<file path="config.mk">
export PLATFORM = sky130hd
export DESIGN_NAME = perf_counter_two_event_select
export DESIGN_NICKNAME = d
export VERILOG_FILES = /design/src/perf_counter_two_pkg.sv /design/src/event_counter_accum.sv /design/src/perf_counter_two_event_select.sv
export SDC_FILE = /design/constraint.sdc
export NUM_CORES = 1
export LEC_CHECK = 0
export ABC_AREA = 1
export BUFFER_PORTS_ARGS = -buffer_cell sky130_fd_sc_hd__buf_2
export CAP_MARGIN = 20
export CORE_MARGIN = 2
export CORE_UTILIZATION = 25
export CTS_CLUSTER_SIZE = 10
export DETAILED_ROUTE_END_ITERATION = 7
export GPL_TIMING_DRIVEN = 0
export PLACE_DENSITY = 0.49
export REMOVE_ABC_BUFFERS = 1
export SLEW_MARGIN = 10
export SYNTH_ARGS = -nofsm -noshare
export SYNTH_HDL_FRONTEND = slang
export SYNTH_HIERARCHICAL = 1
export SYNTH_SLANG_ARGS = --single-unit
</file>
<file path="constraint.sdc">
create_clock -name aclk -period 4.4 [get_ports aclk]
set_clock_uncertainty 0.2 [all_clocks]
set_input_delay 0.88 -clock aclk [delete_from_list [all_inputs] [get_ports aclk]]
set_output_delay 0.88 -clock aclk [all_outputs]
set_load 0.005 [all_outputs]
</file>
<file path="src/perf_counter_two_pkg.sv">
`default_nettype none
package perf_counter_two_pkg;

  // Register byte offsets on the AXI4-Lite slave.
  localparam logic [3:0]  SELECT_OFFSET     = 4'h0;
  localparam logic [3:0]  THRESHOLD_OFFSET  = 4'h4;
  localparam logic [3:0]  COUNTER_OFFSET    = 4'h8;
  localparam logic [3:0]  STATUS_OFFSET     = 4'hc;

  // Field widths and reset values.
  localparam int          SELECT_WIDTH      = 7;
  localparam int          THRESHOLD_WIDTH   = 6;
  localparam int          INC_WIDTH         = 3;
  localparam logic [6:0]  SELECT_RESET      = 7'h00;
  localparam logic [5:0]  THRESHOLD_RESET   = 6'h00;
  localparam logic [31:0] COUNTER_RESET     = 32'h0000_0000;
  localparam logic [1:0]  RESP_OKAY         = 2'h0;
  localparam logic [1:0]  RESP_SLVERR       = 2'h2;

  // Event-select encodings handled by this block.
  typedef enum logic [6:0] {
    SEL_NOTHING       = 7'b000_0000,
    SEL_LSU_DONE      = 7'b001_1001,
    SEL_LOAD_DONE     = 7'b001_1010,
    SEL_STRING_STORE  = 7'b001_1011,
    SEL_TLB_INVAL     = 7'b001_1100,
    SEL_LOAD_RESERVE  = 7'b001_1101,
    SEL_MOVE_FROM_SPR = 7'b001_1110,
    SEL_REFETCH       = 7'b001_1111,
    SEL_CQ_THRESHOLD  = 7'b010_0000,
    SEL_ONE_COMPLETE  = 7'b010_0001,
    SEL_TWO_DISPATCH  = 7'b010_0010,
    SEL_ITRANS_MISS   = 7'b010_0011,
    SEL_IMISS_CYCLES  = 7'b010_0100,
    SEL_DLOAD_MISS    = 7'b010_0101,
    SEL_DTOUCH_MISS   = 7'b010_0110,
    SEL_DSTORE_MISS   = 7'b010_0111,
    SEL_DTOUCH_CYCLES = 7'b010_1000,
    SEL_DCACHE_BUSY   = 7'b010_1001,
    SEL_STREAM1_FETCH = 7'b010_1010,
    SEL_TOUCH_CANCEL  = 7'b010_1011,
    SEL_TOUCH_RESUME  = 7'b010_1100,
    SEL_TOUCH_MISS    = 7'b010_1101,
    SEL_TOUCH_FETCH   = 7'b010_1110,
    SEL_TLB_SNOOP     = 7'b010_1111,
    SEL_IRELOAD       = 7'b011_0000,
    SEL_DRELOAD       = 7'b011_0001,
    SEL_CASTOUT       = 7'b011_0010,
    SEL_STORE_MERGE   = 7'b011_0011,
    SEL_FULL_MERGE    = 7'b011_0100,
    SEL_DATA_BREAK    = 7'b011_0101,
    SEL_NOT_TAKEN     = 7'b011_0110,
    SEL_BUF1_CORRECT  = 7'b011_0111,
    SEL_BUF2_ACTIVE   = 7'b011_1000,
    SEL_LINK_STALL    = 7'b011_1001,
    SEL_TARGET_MISS   = 7'b011_1010,
    SEL_LINK_CORRECT  = 7'b011_1011,
    SEL_FLOAT_STALL   = 7'b011_1100,
    SEL_PRIV_SWITCH   = 7'b011_1101,
    SEL_FLOAT_STORE   = 7'b011_1110
  } sel_code_t;

  // Event sources from the core, all on the core clock.
  typedef struct packed {
    logic [1:0] lsu_done_cnt;
    logic       load_done;
    logic       load_excluded_op;
    logic       load_string_indexed;
    logic [6:0] fixed_point_exception_len;
    logic       string_store_done;
    logic       tlb_inval_done;
    logic       load_reserve_done;
    logic       move_from_spr_done;
    logic       move_from_spr_vector_status;
    logic       isync_done;
    logic       system_call_op_done;
    logic       rfi_done;
    logic       summary_overflow_change;
    logic       interrupt_taken;
    logic       branch_speculative;
    logic       single_step_trace_bit;
    logic       branch_trace_bit;
    logic       float_target_unchanged;
    logic       block_alloc_done;
    logic       block_alloc_wt_or_ci;
    logic [5:0] cq_valid_entries;
    logic [1:0] complete_cnt;
    logic [1:0] dispatch_cnt;
    logic       itrans_miss;
    logic       itrans_miss_speculative;
    logic       icache_miss_pending;
    logic       dload_miss;
    logic       dload_miss_table_search;
    logic       dload_miss_touch;
    logic       dtouch_miss_reload;
    logic       dstore_miss;
    logic       dtouch_miss_pending;
    logic       dcache_busy;
    logic       dcache_snoop;
    logic       first_stream_engine_fetch;
    logic [2:0] touch_cancel_cnt;
    logic       touch_resume_context;
    logic       touch_fetch_miss;
    logic       touch_fetch;
    logic       tlb_inval_snoop;
    logic       ireload;
    logic       ireload_inhibited;
    logic       dreload;
    logic       dreload_inhibited;
    logic       dreload_disabled;
    logic       dreload_all_locked;
    logic       castout;
    logic       store_merge;
    logic       store_merge_full_line;
    logic       data_break_int;
    logic [1:0] not_taken_cnt;
    logic       buf1_correct;
    logic       buf2_active;
    logic       link_reg_unresolved;
    logic       link_stack_enabled;
    logic       link_stack_empty;
    logic       target_cache_miss;
    logic       link_stack_correct;
    logic       float_issue_stall;
    logic       float_store_single_done;
    logic       float_store_misaligned;
    logic       user_privilege_bit;
  } core_event_t;

endpackage : perf_counter_two_pkg
`default_nettype wire

</file>
<file path="src/event_counter_accum.sv">
`default_nettype none
module event_counter_accum #(
  parameter int WIDTH     = 32,
  parameter int INC_WIDTH = 3
) (
  // Clock and reset.
  input  wire logic                 aclk,
  input  wire logic                 aresetn,
  // Software load, per byte lane.
  input  wire logic                 load_en,
  input  wire logic [WIDTH-1:0]     load_data,
  input  wire logic [WIDTH/8-1:0]   load_strb,
  // Increment for this cycle.
  input  wire logic [INC_WIDTH-1:0] inc,
  // Counter value.
  output logic      [WIDTH-1:0]     count_q
);

  logic [WIDTH-1:0] count_d;
  logic [WIDTH-1:0] sum;

  // A zero increment keeps the value, so a held counter sees no change.
  assign sum = count_q + WIDTH'(inc);

  always_comb begin
    count_d = sum;
    if (load_en) begin
      for (int i = 0; i < WIDTH / 8; i++) begin
        if (load_strb[i]) begin
          count_d[i*8 +: 8] = load_data[i*8 +: 8];
        end
      end
    end
  end

  always_ff @(posedge aclk) begin
    if (!aresetn) begin
      count_q <= perf_counter_two_pkg::COUNTER_RESET;
    end else begin
      count_q <= count_d;
    end
  end

endmodule : event_counter_accum
`default_nettype wire

</file>
<file path="src/perf_counter_two_event_select.sv">
`default_nettype none
module perf_counter_two_event_select #(
  parameter int COUNTER_WIDTH = 32
) (
  // Clock and reset.
  input  wire logic                               aclk,
  input  wire logic                               aresetn,
  // AXI4-Lite write address channel.
  input  wire logic                               s_axi_awvalid,
  output logic                                    s_axi_awready,
  input  wire logic [3:0]                         s_axi_awaddr,
  input  wire logic [2:0]                         s_axi_awprot,
  // AXI4-Lite write data channel.
  input  wire logic                               s_axi_wvalid,
  output logic                                    s_axi_wready,
  input  wire logic [31:0]                        s_axi_wdata,
  input  wire logic [3:0]                         s_axi_wstrb,
  // AXI4-Lite write response channel.
  output logic                                    s_axi_bvalid,
  input  wire logic                               s_axi_bready,
  output logic      [1:0]                         s_axi_bresp,
  // AXI4-Lite read address channel.
  input  wire logic                               s_axi_arvalid,
  output logic                                    s_axi_arready,
  input  wire logic [3:0]                         s_axi_araddr,
  input  wire logic [2:0]                         s_axi_arprot,
  // AXI4-Lite read data channel.
  output logic                                    s_axi_rvalid,
  input  wire logic                               s_axi_rready,
  output logic      [31:0]                        s_axi_rdata,
  output logic      [1:0]                         s_axi_rresp,
  // Core event sources.
  input  wire perf_counter_two_pkg::core_event_t  core_events,
  // Counter value for the rest of the monitor.
  output logic      [COUNTER_WIDTH-1:0]           second_event_counter
);

  localparam int IW = perf_counter_two_pkg::INC_WIDTH;
  localparam int SW = perf_counter_two_pkg::SELECT_WIDTH;
  localparam int TW = perf_counter_two_pkg::THRESHOLD_WIDTH;

  // One occurrence as an increment.
  function automatic logic [IW-1:0] one(input logic hit);
    return {{(IW-1){1'b0}}, hit};
  endfunction : one

  // A two-bit occurrence count as an increment.
  function automatic logic [IW-1:0] many(input logic [1:0] cnt);
    return {{(IW-2){1'b0}}, cnt};
  endfunction : many

  // Byte-lane merge of a write into a register.
  function automatic logic [31:0] merge(input logic [31:0] old_v,
                                        input logic [31:0] new_v,
                                        input logic [3:0]  strb);
    logic [31:0] res;
    res = old_v;
    for (int i = 0; i < 4; i++) begin
      if (strb[i]) begin
        res[i*8 +: 8] = new_v[i*8 +: 8];
      end
    end
    return res;
  endfunction : merge

  // Write channel state.
  logic                     aw_held_q;
  logic [3:0]               aw_addr_q;
  logic                     w_held_q;
  logic [31:0]              w_data_q;
  logic [3:0]               w_strb_q;
  logic                     bvalid_q;
  logic [1:0]               bresp_q;
  logic                     wr_fire;
  // Read channel state.
  logic                     rvalid_q;
  logic [31:0]              rdata_q;
  logic [1:0]               rresp_q;
  logic                     rd_fire;
  // Registers.
  logic [SW-1:0]            counter_two_event_select_q;
  logic [TW-1:0]            threshold_q;
  logic                     priv_q;
  logic                     priv_seen_q;
  logic [IW-1:0]            inc;
  logic                     load_counter;
  logic [COUNTER_WIDTH-1:0] count;
  logic [31:0]              count_word;
  logic [31:0]              select_word;
  logic [31:0]              threshold_word;
  logic [31:0]              status_word;

  // Write address and data are taken in either order, one write at a time.
  assign s_axi_awready = !aw_held_q && !bvalid_q;
  assign s_axi_wready  = !w_held_q && !bvalid_q;
  assign wr_fire       = aw_held_q && w_held_q && !bvalid_q;
  assign s_axi_bvalid  = bvalid_q;
  assign s_axi_bresp   = bresp_q;

  always_ff @(posedge aclk) begin
    if (!aresetn) begin
      aw_held_q <= 1'b0;
      aw_addr_q <= 4'h0;
    end else if (s_axi_awvalid && s_axi_awready) begin
      aw_held_q <= 1'b1;
      aw_addr_q <= s_axi_awaddr;
    end else if (wr_fire) begin
      aw_held_q <= 1'b0;
    end
  end

  always_ff @(posedge aclk) begin
    if (!aresetn) begin
      w_held_q <= 1'b0;
      w_data_q <= 32'h0000_0000;
      w_strb_q <= 4'h0;
    end else if (s_axi_wvalid && s_axi_wready) begin
      w_held_q <= 1'b1;
      w_data_q <= s_axi_wdata;
      w_strb_q <= s_axi_wstrb;
    end else if (wr_fire) begin
      w_held_q <= 1'b0;
    end
  end

  always_ff @(posedge aclk) begin
    if (!aresetn) begin
      bvalid_q <= 1'b0;
      bresp_q  <= perf_counter_two_pkg::RESP_OKAY;
    end else if (wr_fire) begin
      bvalid_q <= 1'b1;
      if (aw_addr_q == perf_counter_two_pkg::SELECT_OFFSET ||
          aw_addr_q == perf_counter_two_pkg::THRESHOLD_OFFSET ||
          aw_addr_q == perf_counter_two_pkg::COUNTER_OFFSET) begin
        bresp_q <= perf_counter_two_pkg::RESP_OKAY;
      end else begin
        bresp_q <= perf_counter_two_pkg::RESP_SLVERR;
      end
    end else if (s_axi_bready) begin
      bvalid_q <= 1'b0;
    end
  end

  // Control registers.
  always_ff @(posedge aclk) begin
    if (!aresetn) begin
      counter_two_event_select_q <= perf_counter_two_pkg::SELECT_RESET;
    end else if (wr_fire && aw_addr_q == perf_counter_two_pkg::SELECT_OFFSET) begin
      counter_two_event_select_q <= SW'(merge(select_word, w_data_q, w_strb_q));
    end
  end

  always_ff @(posedge aclk) begin
    if (!aresetn) begin
      threshold_q <= perf_counter_two_pkg::THRESHOLD_RESET;
    end else if (wr_fire && aw_addr_q == perf_counter_two_pkg::THRESHOLD_OFFSET) begin
      threshold_q <= TW'(merge(threshold_word, w_data_q, w_strb_q));
    end
  end

  assign load_counter = wr_fire && aw_addr_q == perf_counter_two_pkg::COUNTER_OFFSET;

  // Read channel answers one cycle after the address is taken.
  assign s_axi_arready = !rvalid_q;
  assign rd_fire       = s_axi_arvalid && s_axi_arready;
  assign s_axi_rvalid  = rvalid_q;
  assign s_axi_rdata   = rdata_q;
  assign s_axi_rresp   = rresp_q;

  assign select_word    = {{(32-SW){1'b0}}, counter_two_event_select_q};
  assign threshold_word = {{(32-TW){1'b0}}, threshold_q};
  assign count_word     = 32'(count);
  // Status shows the increment applied this cycle and the queue depth.
  assign status_word    = {16'h0000, 2'b00, core_events.cq_valid_entries,
                           5'b00000, inc};

  always_ff @(posedge aclk) begin
    if (!aresetn) begin
      rvalid_q <= 1'b0;
      rdata_q  <= 32'h0000_0000;
      rresp_q  <= perf_counter_two_pkg::RESP_OKAY;
    end else if (rd_fire) begin
      rvalid_q <= 1'b1;
      rresp_q  <= perf_counter_two_pkg::RESP_OKAY;
      case (s_axi_araddr)
        perf_counter_two_pkg::SELECT_OFFSET: begin
          rdata_q <= select_word;
        end
        perf_counter_two_pkg::THRESHOLD_OFFSET: begin
          rdata_q <= threshold_word;
        end
        perf_counter_two_pkg::COUNTER_OFFSET: begin
          rdata_q <= count_word;
        end
        perf_counter_two_pkg::STATUS_OFFSET: begin
          rdata_q <= status_word;
        end
        default: begin
          rdata_q <= 32'h0000_0000;
          rresp_q <= perf_counter_two_pkg::RESP_SLVERR;
        end
      endcase
    end else if (s_axi_rready) begin
      rvalid_q <= 1'b0;
    end
  end

  // The first cycle after reset only captures the privilege level.
  always_ff @(posedge aclk) begin
    if (!aresetn) begin
      priv_q      <= 1'b0;
      priv_seen_q <= 1'b0;
    end else begin
      priv_q      <= core_events.user_privilege_bit;
      priv_seen_q <= 1'b1;
    end
  end

  // Event selection.
  always_comb begin
    perf_counter_two_pkg::core_event_t e;
    e   = core_events;
    inc = '0;
    case (perf_counter_two_pkg::sel_code_t'(counter_two_event_select_q))
      perf_counter_two_pkg::SEL_NOTHING: begin
        inc = '0;
      end
      perf_counter_two_pkg::SEL_LSU_DONE: begin
        inc = many(e.lsu_done_cnt);
      end
      perf_counter_two_pkg::SEL_LOAD_DONE: begin
        inc = one(e.load_done && !e.load_excluded_op &&
                  !(e.load_string_indexed && e.fixed_point_exception_len == 7'h00));
      end
      perf_counter_two_pkg::SEL_STRING_STORE: begin
        inc = one(e.string_store_done);
      end
      perf_counter_two_pkg::SEL_TLB_INVAL: begin
        inc = one(e.tlb_inval_done);
      end
      perf_counter_two_pkg::SEL_LOAD_RESERVE: begin
        inc = one(e.load_reserve_done);
      end
      perf_counter_two_pkg::SEL_MOVE_FROM_SPR: begin
        inc = one(e.move_from_spr_done && !e.move_from_spr_vector_status);
      end
      perf_counter_two_pkg::SEL_REFETCH: begin
        inc = one(e.isync_done || e.system_call_op_done || e.rfi_done ||
                  e.summary_overflow_change || e.interrupt_taken ||
                  ((e.single_step_trace_bit || e.branch_trace_bit) &&
                   e.branch_speculative) ||
                  e.float_target_unchanged ||
                  (e.block_alloc_done && e.block_alloc_wt_or_ci));
      end
      perf_counter_two_pkg::SEL_CQ_THRESHOLD: begin
        inc = one(e.cq_valid_entries >= threshold_q);
      end
      perf_counter_two_pkg::SEL_ONE_COMPLETE: begin
        inc = one(e.complete_cnt == 2'd1);
      end
      perf_counter_two_pkg::SEL_TWO_DISPATCH: begin
        inc = one(e.dispatch_cnt == 2'd2);
      end
      perf_counter_two_pkg::SEL_ITRANS_MISS: begin
        inc = one(e.itrans_miss && !e.itrans_miss_speculative);
      end
      perf_counter_two_pkg::SEL_IMISS_CYCLES: begin
        inc = one(e.icache_miss_pending);
      end
      perf_counter_two_pkg::SEL_DLOAD_MISS: begin
        inc = one(e.dload_miss && !e.dload_miss_table_search &&
                  !e.dload_miss_touch);
      end
      perf_counter_two_pkg::SEL_DTOUCH_MISS: begin
        inc = one(e.dtouch_miss_reload);
      end
      perf_counter_two_pkg::SEL_DSTORE_MISS: begin
        inc = one(e.dstore_miss);
      end
      perf_counter_two_pkg::SEL_DTOUCH_CYCLES: begin
        inc = one(e.dtouch_miss_pending);
      end
      perf_counter_two_pkg::SEL_DCACHE_BUSY: begin
        inc = one(e.dcache_busy && !e.dcache_snoop);
      end
      perf_counter_two_pkg::SEL_STREAM1_FETCH: begin
        inc = one(e.first_stream_engine_fetch);
      end
      perf_counter_two_pkg::SEL_TOUCH_CANCEL: begin
        inc = (e.touch_cancel_cnt > 3'd4) ? 3'd4 : e.touch_cancel_cnt;
      end
      perf_counter_two_pkg::SEL_TOUCH_RESUME: begin
        inc = one(e.touch_resume_context);
      end
      perf_counter_two_pkg::SEL_TOUCH_MISS: begin
        inc = one(e.touch_fetch_miss);
      end
      perf_counter_two_pkg::SEL_TOUCH_FETCH: begin
        inc = one(e.touch_fetch);
      end
      perf_counter_two_pkg::SEL_TLB_SNOOP: begin
        inc = one(e.tlb_inval_snoop);
      end
      perf_counter_two_pkg::SEL_IRELOAD: begin
        inc = one(e.ireload && !e.ireload_inhibited);
      end
      perf_counter_two_pkg::SEL_DRELOAD: begin
        inc = one(e.dreload && !e.dreload_inhibited && !e.dreload_disabled &&
                  !e.dreload_all_locked);
      end
      perf_counter_two_pkg::SEL_CASTOUT: begin
        inc = one(e.castout);
      end
      perf_counter_two_pkg::SEL_STORE_MERGE: begin
        inc = one(e.store_merge);
      end
      perf_counter_two_pkg::SEL_FULL_MERGE: begin
        inc = one(e.store_merge_full_line);
      end
      perf_counter_two_pkg::SEL_DATA_BREAK: begin
        inc = one(e.data_break_int);
      end
      perf_counter_two_pkg::SEL_NOT_TAKEN: begin
        inc = many(e.not_taken_cnt);
      end
      perf_counter_two_pkg::SEL_BUF1_CORRECT: begin
        inc = one(e.buf1_correct);
      end
      perf_counter_two_pkg::SEL_BUF2_ACTIVE: begin
        inc = one(e.buf2_active);
      end
      perf_counter_two_pkg::SEL_LINK_STALL: begin
        inc = one(e.link_reg_unresolved &&
                  (!e.link_stack_enabled || e.link_stack_empty));
      end
      perf_counter_two_pkg::SEL_TARGET_MISS: begin
        inc = one(e.target_cache_miss);
      end
      perf_counter_two_pkg::SEL_LINK_CORRECT: begin
        inc = one(e.link_stack_correct);
      end
      perf_counter_two_pkg::SEL_FLOAT_STALL: begin
        inc = one(e.float_issue_stall);
      end
      perf_counter_two_pkg::SEL_PRIV_SWITCH: begin
        inc = one(priv_seen_q && (priv_q != e.user_privilege_bit));
      end
      perf_counter_two_pkg::SEL_FLOAT_STORE: begin
        inc = one(e.float_store_single_done && !e.float_store_misaligned);
      end
      default: begin
        inc = '0;
      end
    endcase
  end

  // A software write to the counter takes precedence over counting in its strobed byte lanes; the other lanes keep counting.
  event_counter_accum #(
    .WIDTH     (COUNTER_WIDTH),
    .INC_WIDTH (IW)
  ) u_accum (
    .aclk      (aclk),
    .aresetn   (aresetn),
    .load_en   (load_counter),
    .load_data (COUNTER_WIDTH'(w_data_q)),
    .load_strb (w_strb_q[COUNTER_WIDTH/8-1:0]),
    .inc       (inc),
    .count_q   (count)
  );

  assign second_event_counter = count;

endmodule : perf_counter_two_event_select
`default_nettype wire

</file>
; ---- Word-level counts from Yosys, hierarchy flattened
; Cells that the tools add are included.
[word_totals]
register_bits = 127
in_bits = 137
output_inout_bits = 73
word_cells = 147
[classes]
n_addsub = 1
order_cmp = 2
n_eq_ne = 46
n_mux = 18
n_reduce_logical = 65
[op_table]
columns = operator, n
row1 = $eq 7x6->1 const B, 31
row2 = $pmux 32 s4, 1
row3 = $pmux 3 s38, 1
row4 = $eq 7x5->1 const B, 7
row5 = $add 32x3->32, 1
row6 = $mux 32, 1
row7 = $mux 8, 4
row8 = $logic_and 1x1->1, 27
row9 = $logic_not 1->1, 17
row10 = $eq 4x4->1 const B, 3
row11 = $logic_or 1x1->1, 11
row12 = $eq 4x3->1 const B, 2
row13 = $logic_not 4->1, 2
row14 = $mux 1, 8
row15 = $reduce_bool 2->1, 4
row16 = $logic_not 7->1, 1
row17 = $ge 6x6->1, 1
row18 = $mux 2, 2
row19 = $reduce_and 2->1, 2
row20 = $reduce_or 4->1, 1
row21 = $gt 3x3->1 const B, 1
row22 = $mux 3, 1
row23 = $eq 2x1->1 const B, 1
row24 = $eq 2x2->1 const B, 1
row25 = $ne 1x1->1, 1

; ---- Logic depth before layout (Yosys ltp)
[logic_depth]
word_depth = 11
ltp_mapped = 21
ltp_nobuf = 21

; ---- By module
; Netlist, hierarchy kept.
[by_module_without_submodules]
columns = module, n_inst, cells_each, area_per_inst_um2, seq_area_each_um2
row1 = perf_counter_two_event_select, 1, 631, 4327.9, 1861.8
row2 = event_counter_accum, 1, 381, 2249.7, 640.6

; ---- Worst setup path before layout
; No wires, ideal clock.
[synth_path]
path_type = input -> register
startpoint = input port core_events[46] (netlist name)
endpoint = register u_accum.count_q[26]
arrival_time_ns = 2.941
required_time_ns = 4.091
setup_slack_ns = 1.150
stages = 18
n_path_buf = 0
cell_sequence = inv_1 > ha_1 > inv_1 > a21boi_0 > o21ai_0 > a21oi_1 > nor2_1 > nand3_2 > ha_1 > fa_1 > nand3_1 > nand2_2 > nand3_1 > inv_1 > nand3b_1 > nand3_1 > nand2_1 > inv_1
[synth_via]
elab_chain_cells = 5
[synth_lines]
columns = item, line
row1 = start: declaration, perf_counter_two_event_select.sv:33  ; input wire perf_counter_two_pkg::core_event_t core_events,
row2 = $ge 6x6->1 *, perf_counter_two_event_select.sv:256  ; inc = one(e.cq_valid_entries >= threshold_q);
row3 = $pmux 3 s38 *, perf_counter_two_event_select.sv:224  ; case (perf_counter_two_pkg::sel_code_t'(counter_two_event_select_q))
row4 = net inc[0], perf_counter_two_event_select.sv:85  ; logic [IW-1:0] inc;
row5 = $add 32x3->32 *, event_counter_accum.sv:23  ; assign sum = count_q + WIDTH'(inc);
row6 = $mux 8, event_counter_accum.sv:29  ; if (load_strb[i]) begin
row7 = $mux 32 *, event_counter_accum.sv:27  ; if (load_en) begin
row8 = end signal: assignment, event_counter_accum.sv:38  ; count_q <= perf_counter_two_pkg::COUNTER_RESET;
row9 = end signal: assignment, event_counter_accum.sv:40  ; count_q <= count_d;
row10 = end: declaration, event_counter_accum.sv:16  ; output logic [WIDTH-1:0] count_q
; Mark *: on every way through the listed nets, which the timed path passes. The rest lies on a longest branch.
; A chain may end at the register's enable or synchronous reset.

; ---- Worst setup path in the final report
; Ends and elaborated chain as after synthesis.

==> flow_metrics.py <==
metrics = {
    "status": {
        "status": "complete, no violations",
    },
    "synth": {
        "ys_ff_latch": 125,
        "yosysTopAreaCellShare": 0.380,
        "syn_avg_cell_area_um2": 6.50,
        "synth_area_leaders": "dfxtp_1 (38%), nor2_1 (13%), nand2_1 (13%), o21ai_0 (6.5%), inv_1 (5.1%)",
        "synth_area_leader_cell": "dfxtp_1",
        "netlist_instances": 1012,
        "ys.warnings.count": 6,
        "synth_edf_count": 0,
        "synth_flop_cell": "dfxtp_1",
        "synthDistinctLibCells": 41,
        "yosysSeqAreaShare": 0.380,
        "async_flop_share": 0,
        "synth_area_um2": 6580,
    },
    "layout": {
        "area_delta_synth_final_pct": 29.4,
        "final_cell_mix": "nor2_1 (231), nand2_1 (222), buf_2 (201)",
        "fin_util": 0.328,
        "final_common_cell": "nor2_1",
        "fin_area_um2": 8510,
        "nets": 1348,
        "fillers": 2907,
        "drive_gt1_frac": 0.218,
    },
    "setup_path": {
        "worst-endpoint-required_ns": 4.51,
        "critPathLaunchType": "input pin",
        "cpMostUsedCell": "inv_1",
        "end_kind": "register",
        "worstPathCellList": "buf_2 > inv_1 > ha_1 > inv_1 > a21boi_0 > o21ai_0 > a21oi_1 > nor2_1 > nand3_2 > ha_1 > fa_1 > nand3_1 > nand2_2 > nand3_1 > inv_1 > nand3b_1 > nand3_1 > nand2_1 > inv_1",
        "slowest_delay_ns": 0.44,
        "cp_max_fo": 4,
        "path_buf_inv": 5,
        "cp.arrival_ns": 3.46,
        "cp_top_family": "adder cells",
        "worst-setup-path-type": "input pin to register",
        "critPathSlowestCell": "fa_1",
    },
    "floorplan": {
        "die_y_um": 166,
        "core-area_um2": 25900,
        "dieArea_um2": 27600,
        "row_count": 59,
        "pin_count": 210,
        "fp.dieW_um": 166,
        "start_util": 0.254,
    },
    "grt": {
        "grt_max_degree": 42,
        "antenna_found_initial": 1,
        "gr-total-overflow": 0,
        "track_usage": 0.158,
        "grt_pass1_wl_um": 34900,
        "grt_pass1_vias": 6611,
    },
    "clock_tree": {
        "clk_latency_ns": 0.41,
        "cts.sinks": 125,
        "cts-htree-levels": 4,
        "clkTransAtPathRegs_ns": 0.05,
        "cts-root-buf": "clkbuf_16",
        "ctsResizeCount": 0,
        "cts_buffer_depth": 2,
        "postCtsSetupRepairBufs": 0,
        "numCtsBuffers": 17,
        "cts_tree": "yes",
        "postCtsHoldBufs": 0,
    },
    "power_and_ir_drop": {
        "p_per_area_nw_per_um2": 330,
        "leakagePower_nw": 4.07,
        "peakVddDrop_uv": 227,
    },
    "routing": {
        "wl_per_cell_um": 14.0,
        "drtAntennaViolNets": 0,
        "vias": 6817,
        "routed_via_density": 4.40,
        "drt_wl_total_um": 21600,
        "firstDrtPassIters": 5,
        "drt_drc_violations_left": 0,
        "drt_iter0_markers": 428,
    },
    "place": {
        "gp_congestion": 0.838,
        "dp_hpwl_um": 16800,
        "io_buffers": 201,
        "place_area_um2": 7900,
    },
    "timing": {
        "fin_crit_sh": 0.761,
        "relSlewSlack": 0.412,
        "rsz0062_at_grt": "no",
        "setup_violations": 0,
        "final_max_slew_viol_count": 0,
        "holdWs_ns": 0.261,
        "worstMarginPinSlew_ns": 0.881,
        "fin_setup_tns_ns": 0,
        "max_freq_mhz": 299,
        "period_minus_slack_ns": 3.35,
        "hold_viol": 0,
    },
    "hold_path": {
        "hold_path_class": "register to register",
    },
    "flow_run": {
        "maxCapViolCount": 0,
    },
}
-- cell families (layout without fill, tap and decap cells) --
kind of cell,Yosys count,count (layout),share of synthesized area
xor+xnor,11,11,0.0146
compound gates,166,166,0.135
other cells,1,3,0.000570
flops,125,125,0.380
fa+ha+maj,10,10,0.0202
buf+inv,131,331,0.0808
simple gates,568,568,0.368
-- layout make-up --
cell class / count / area, um2 / area share
multi-input cells: 757 / 3550 / 0.418
flip-flops and latches: 125 / 2500 / 0.294
repair buffers: 206 / 1120 / 0.132
clock buffers: 25 / 495 / 0.0582
well taps: 335 / 419 / 0.0493
inverters: 94 / 353 / 0.0415
clock inverters: 6 / 60.1 / 0.00706
diodes: 1 / 2.50 / 0.000294
-- worst min-delay path, stage by stage (launching register included) --
cell and delay (ns):
dfxtp_1 0.30, nand2_1 0.06, a21oi_1 0.05
-- cells in the mapped netlist, types with 2 or more instances --
library cell / number
ha_1: 9
nand3b_1: 13
buf_6: 3
clkbuf_1: 24
nand3_2: 2
nor3_1: 3
nor2_2: 6
nand2_2: 9
o21ai_1: 5
nor2_4: 8
nor2_1: 231
nor4_1: 3
clkinv_1: 3
a22o_1: 6
buf_4: 2
xnor2_1: 10
nand3_1: 65
o21a_1: 2
dfxtp_1: 125
inv_1: 90
buf_2: 8
a21oi_1: 57
a21boi_0: 2
o21ai_0: 86
o221ai_1: 3
nand2_1: 222
-- flip-flops by register name (all words and copies together), names as in the netlist, 4 cells and up --
signal,count
s_axi_rdata,32
u_accum/count_q,32
w_data_q,32
counter_two_event_select_q,7
threshold_q,6
aw_addr_q,4
w_strb_q,4
-- metrics by stage --
| stage | std cells | power, mW | setup slack, ns |
|---|---|---|---|
| after floorplan | 976 | 1.36 | 1.14 |
| after global placement | 1512 | 1.49 | 0.542 |
| after detailed placement | 1515 | 1.50 | 0.623 |
| after CTS | 1546 | 2.85 | 1.07 |
| after global routing | 1549 | 2.95 | 0.851 |
| final | 1549 | 2.81 | 1.05 |
-- power by group --
part | internal (mW) | switching, mW | total [mW]
Sequential | 1.19 | 0.0341 | 1.22
Combinational | 0.117 | 0.146 | 0.263
Clock | 0.830 | 0.495 | 1.33
Total | 2.13 | 0.675 | 2.81
-- routing by layer --
layer,GRT usage,up-vias,wire length (um)
met2,0.249,160,9650
met4,0.0556,0,408
met5,0,-,0
li1,-,3598,-
met3,0.0369,22,1260
met1,0.211,3037,10300
-- path summary, 6_finish.rpt --
path,to,from,depth (start not counted),slack (ns)
max,u_accum/count_q[26]$_SDFF_PN0_,core_events[46],19,1.05
min reg2reg,s_axi_rdata[10]$_SDFFE_PN0P_,s_axi_rdata[10]$_SDFFE_PN0P_,2,0.26
max reg2reg,u_accum/count_q[26]$_SDFF_PN0_,counter_two_event_select_q[2]$_SDFFE_PN0P_,19,1.22
min,s_axi_rdata[10]$_SDFFE_PN0P_,s_axi_rdata[10]$_SDFFE_PN0P_,2,0.26
(Power assumes the default switching activity.)
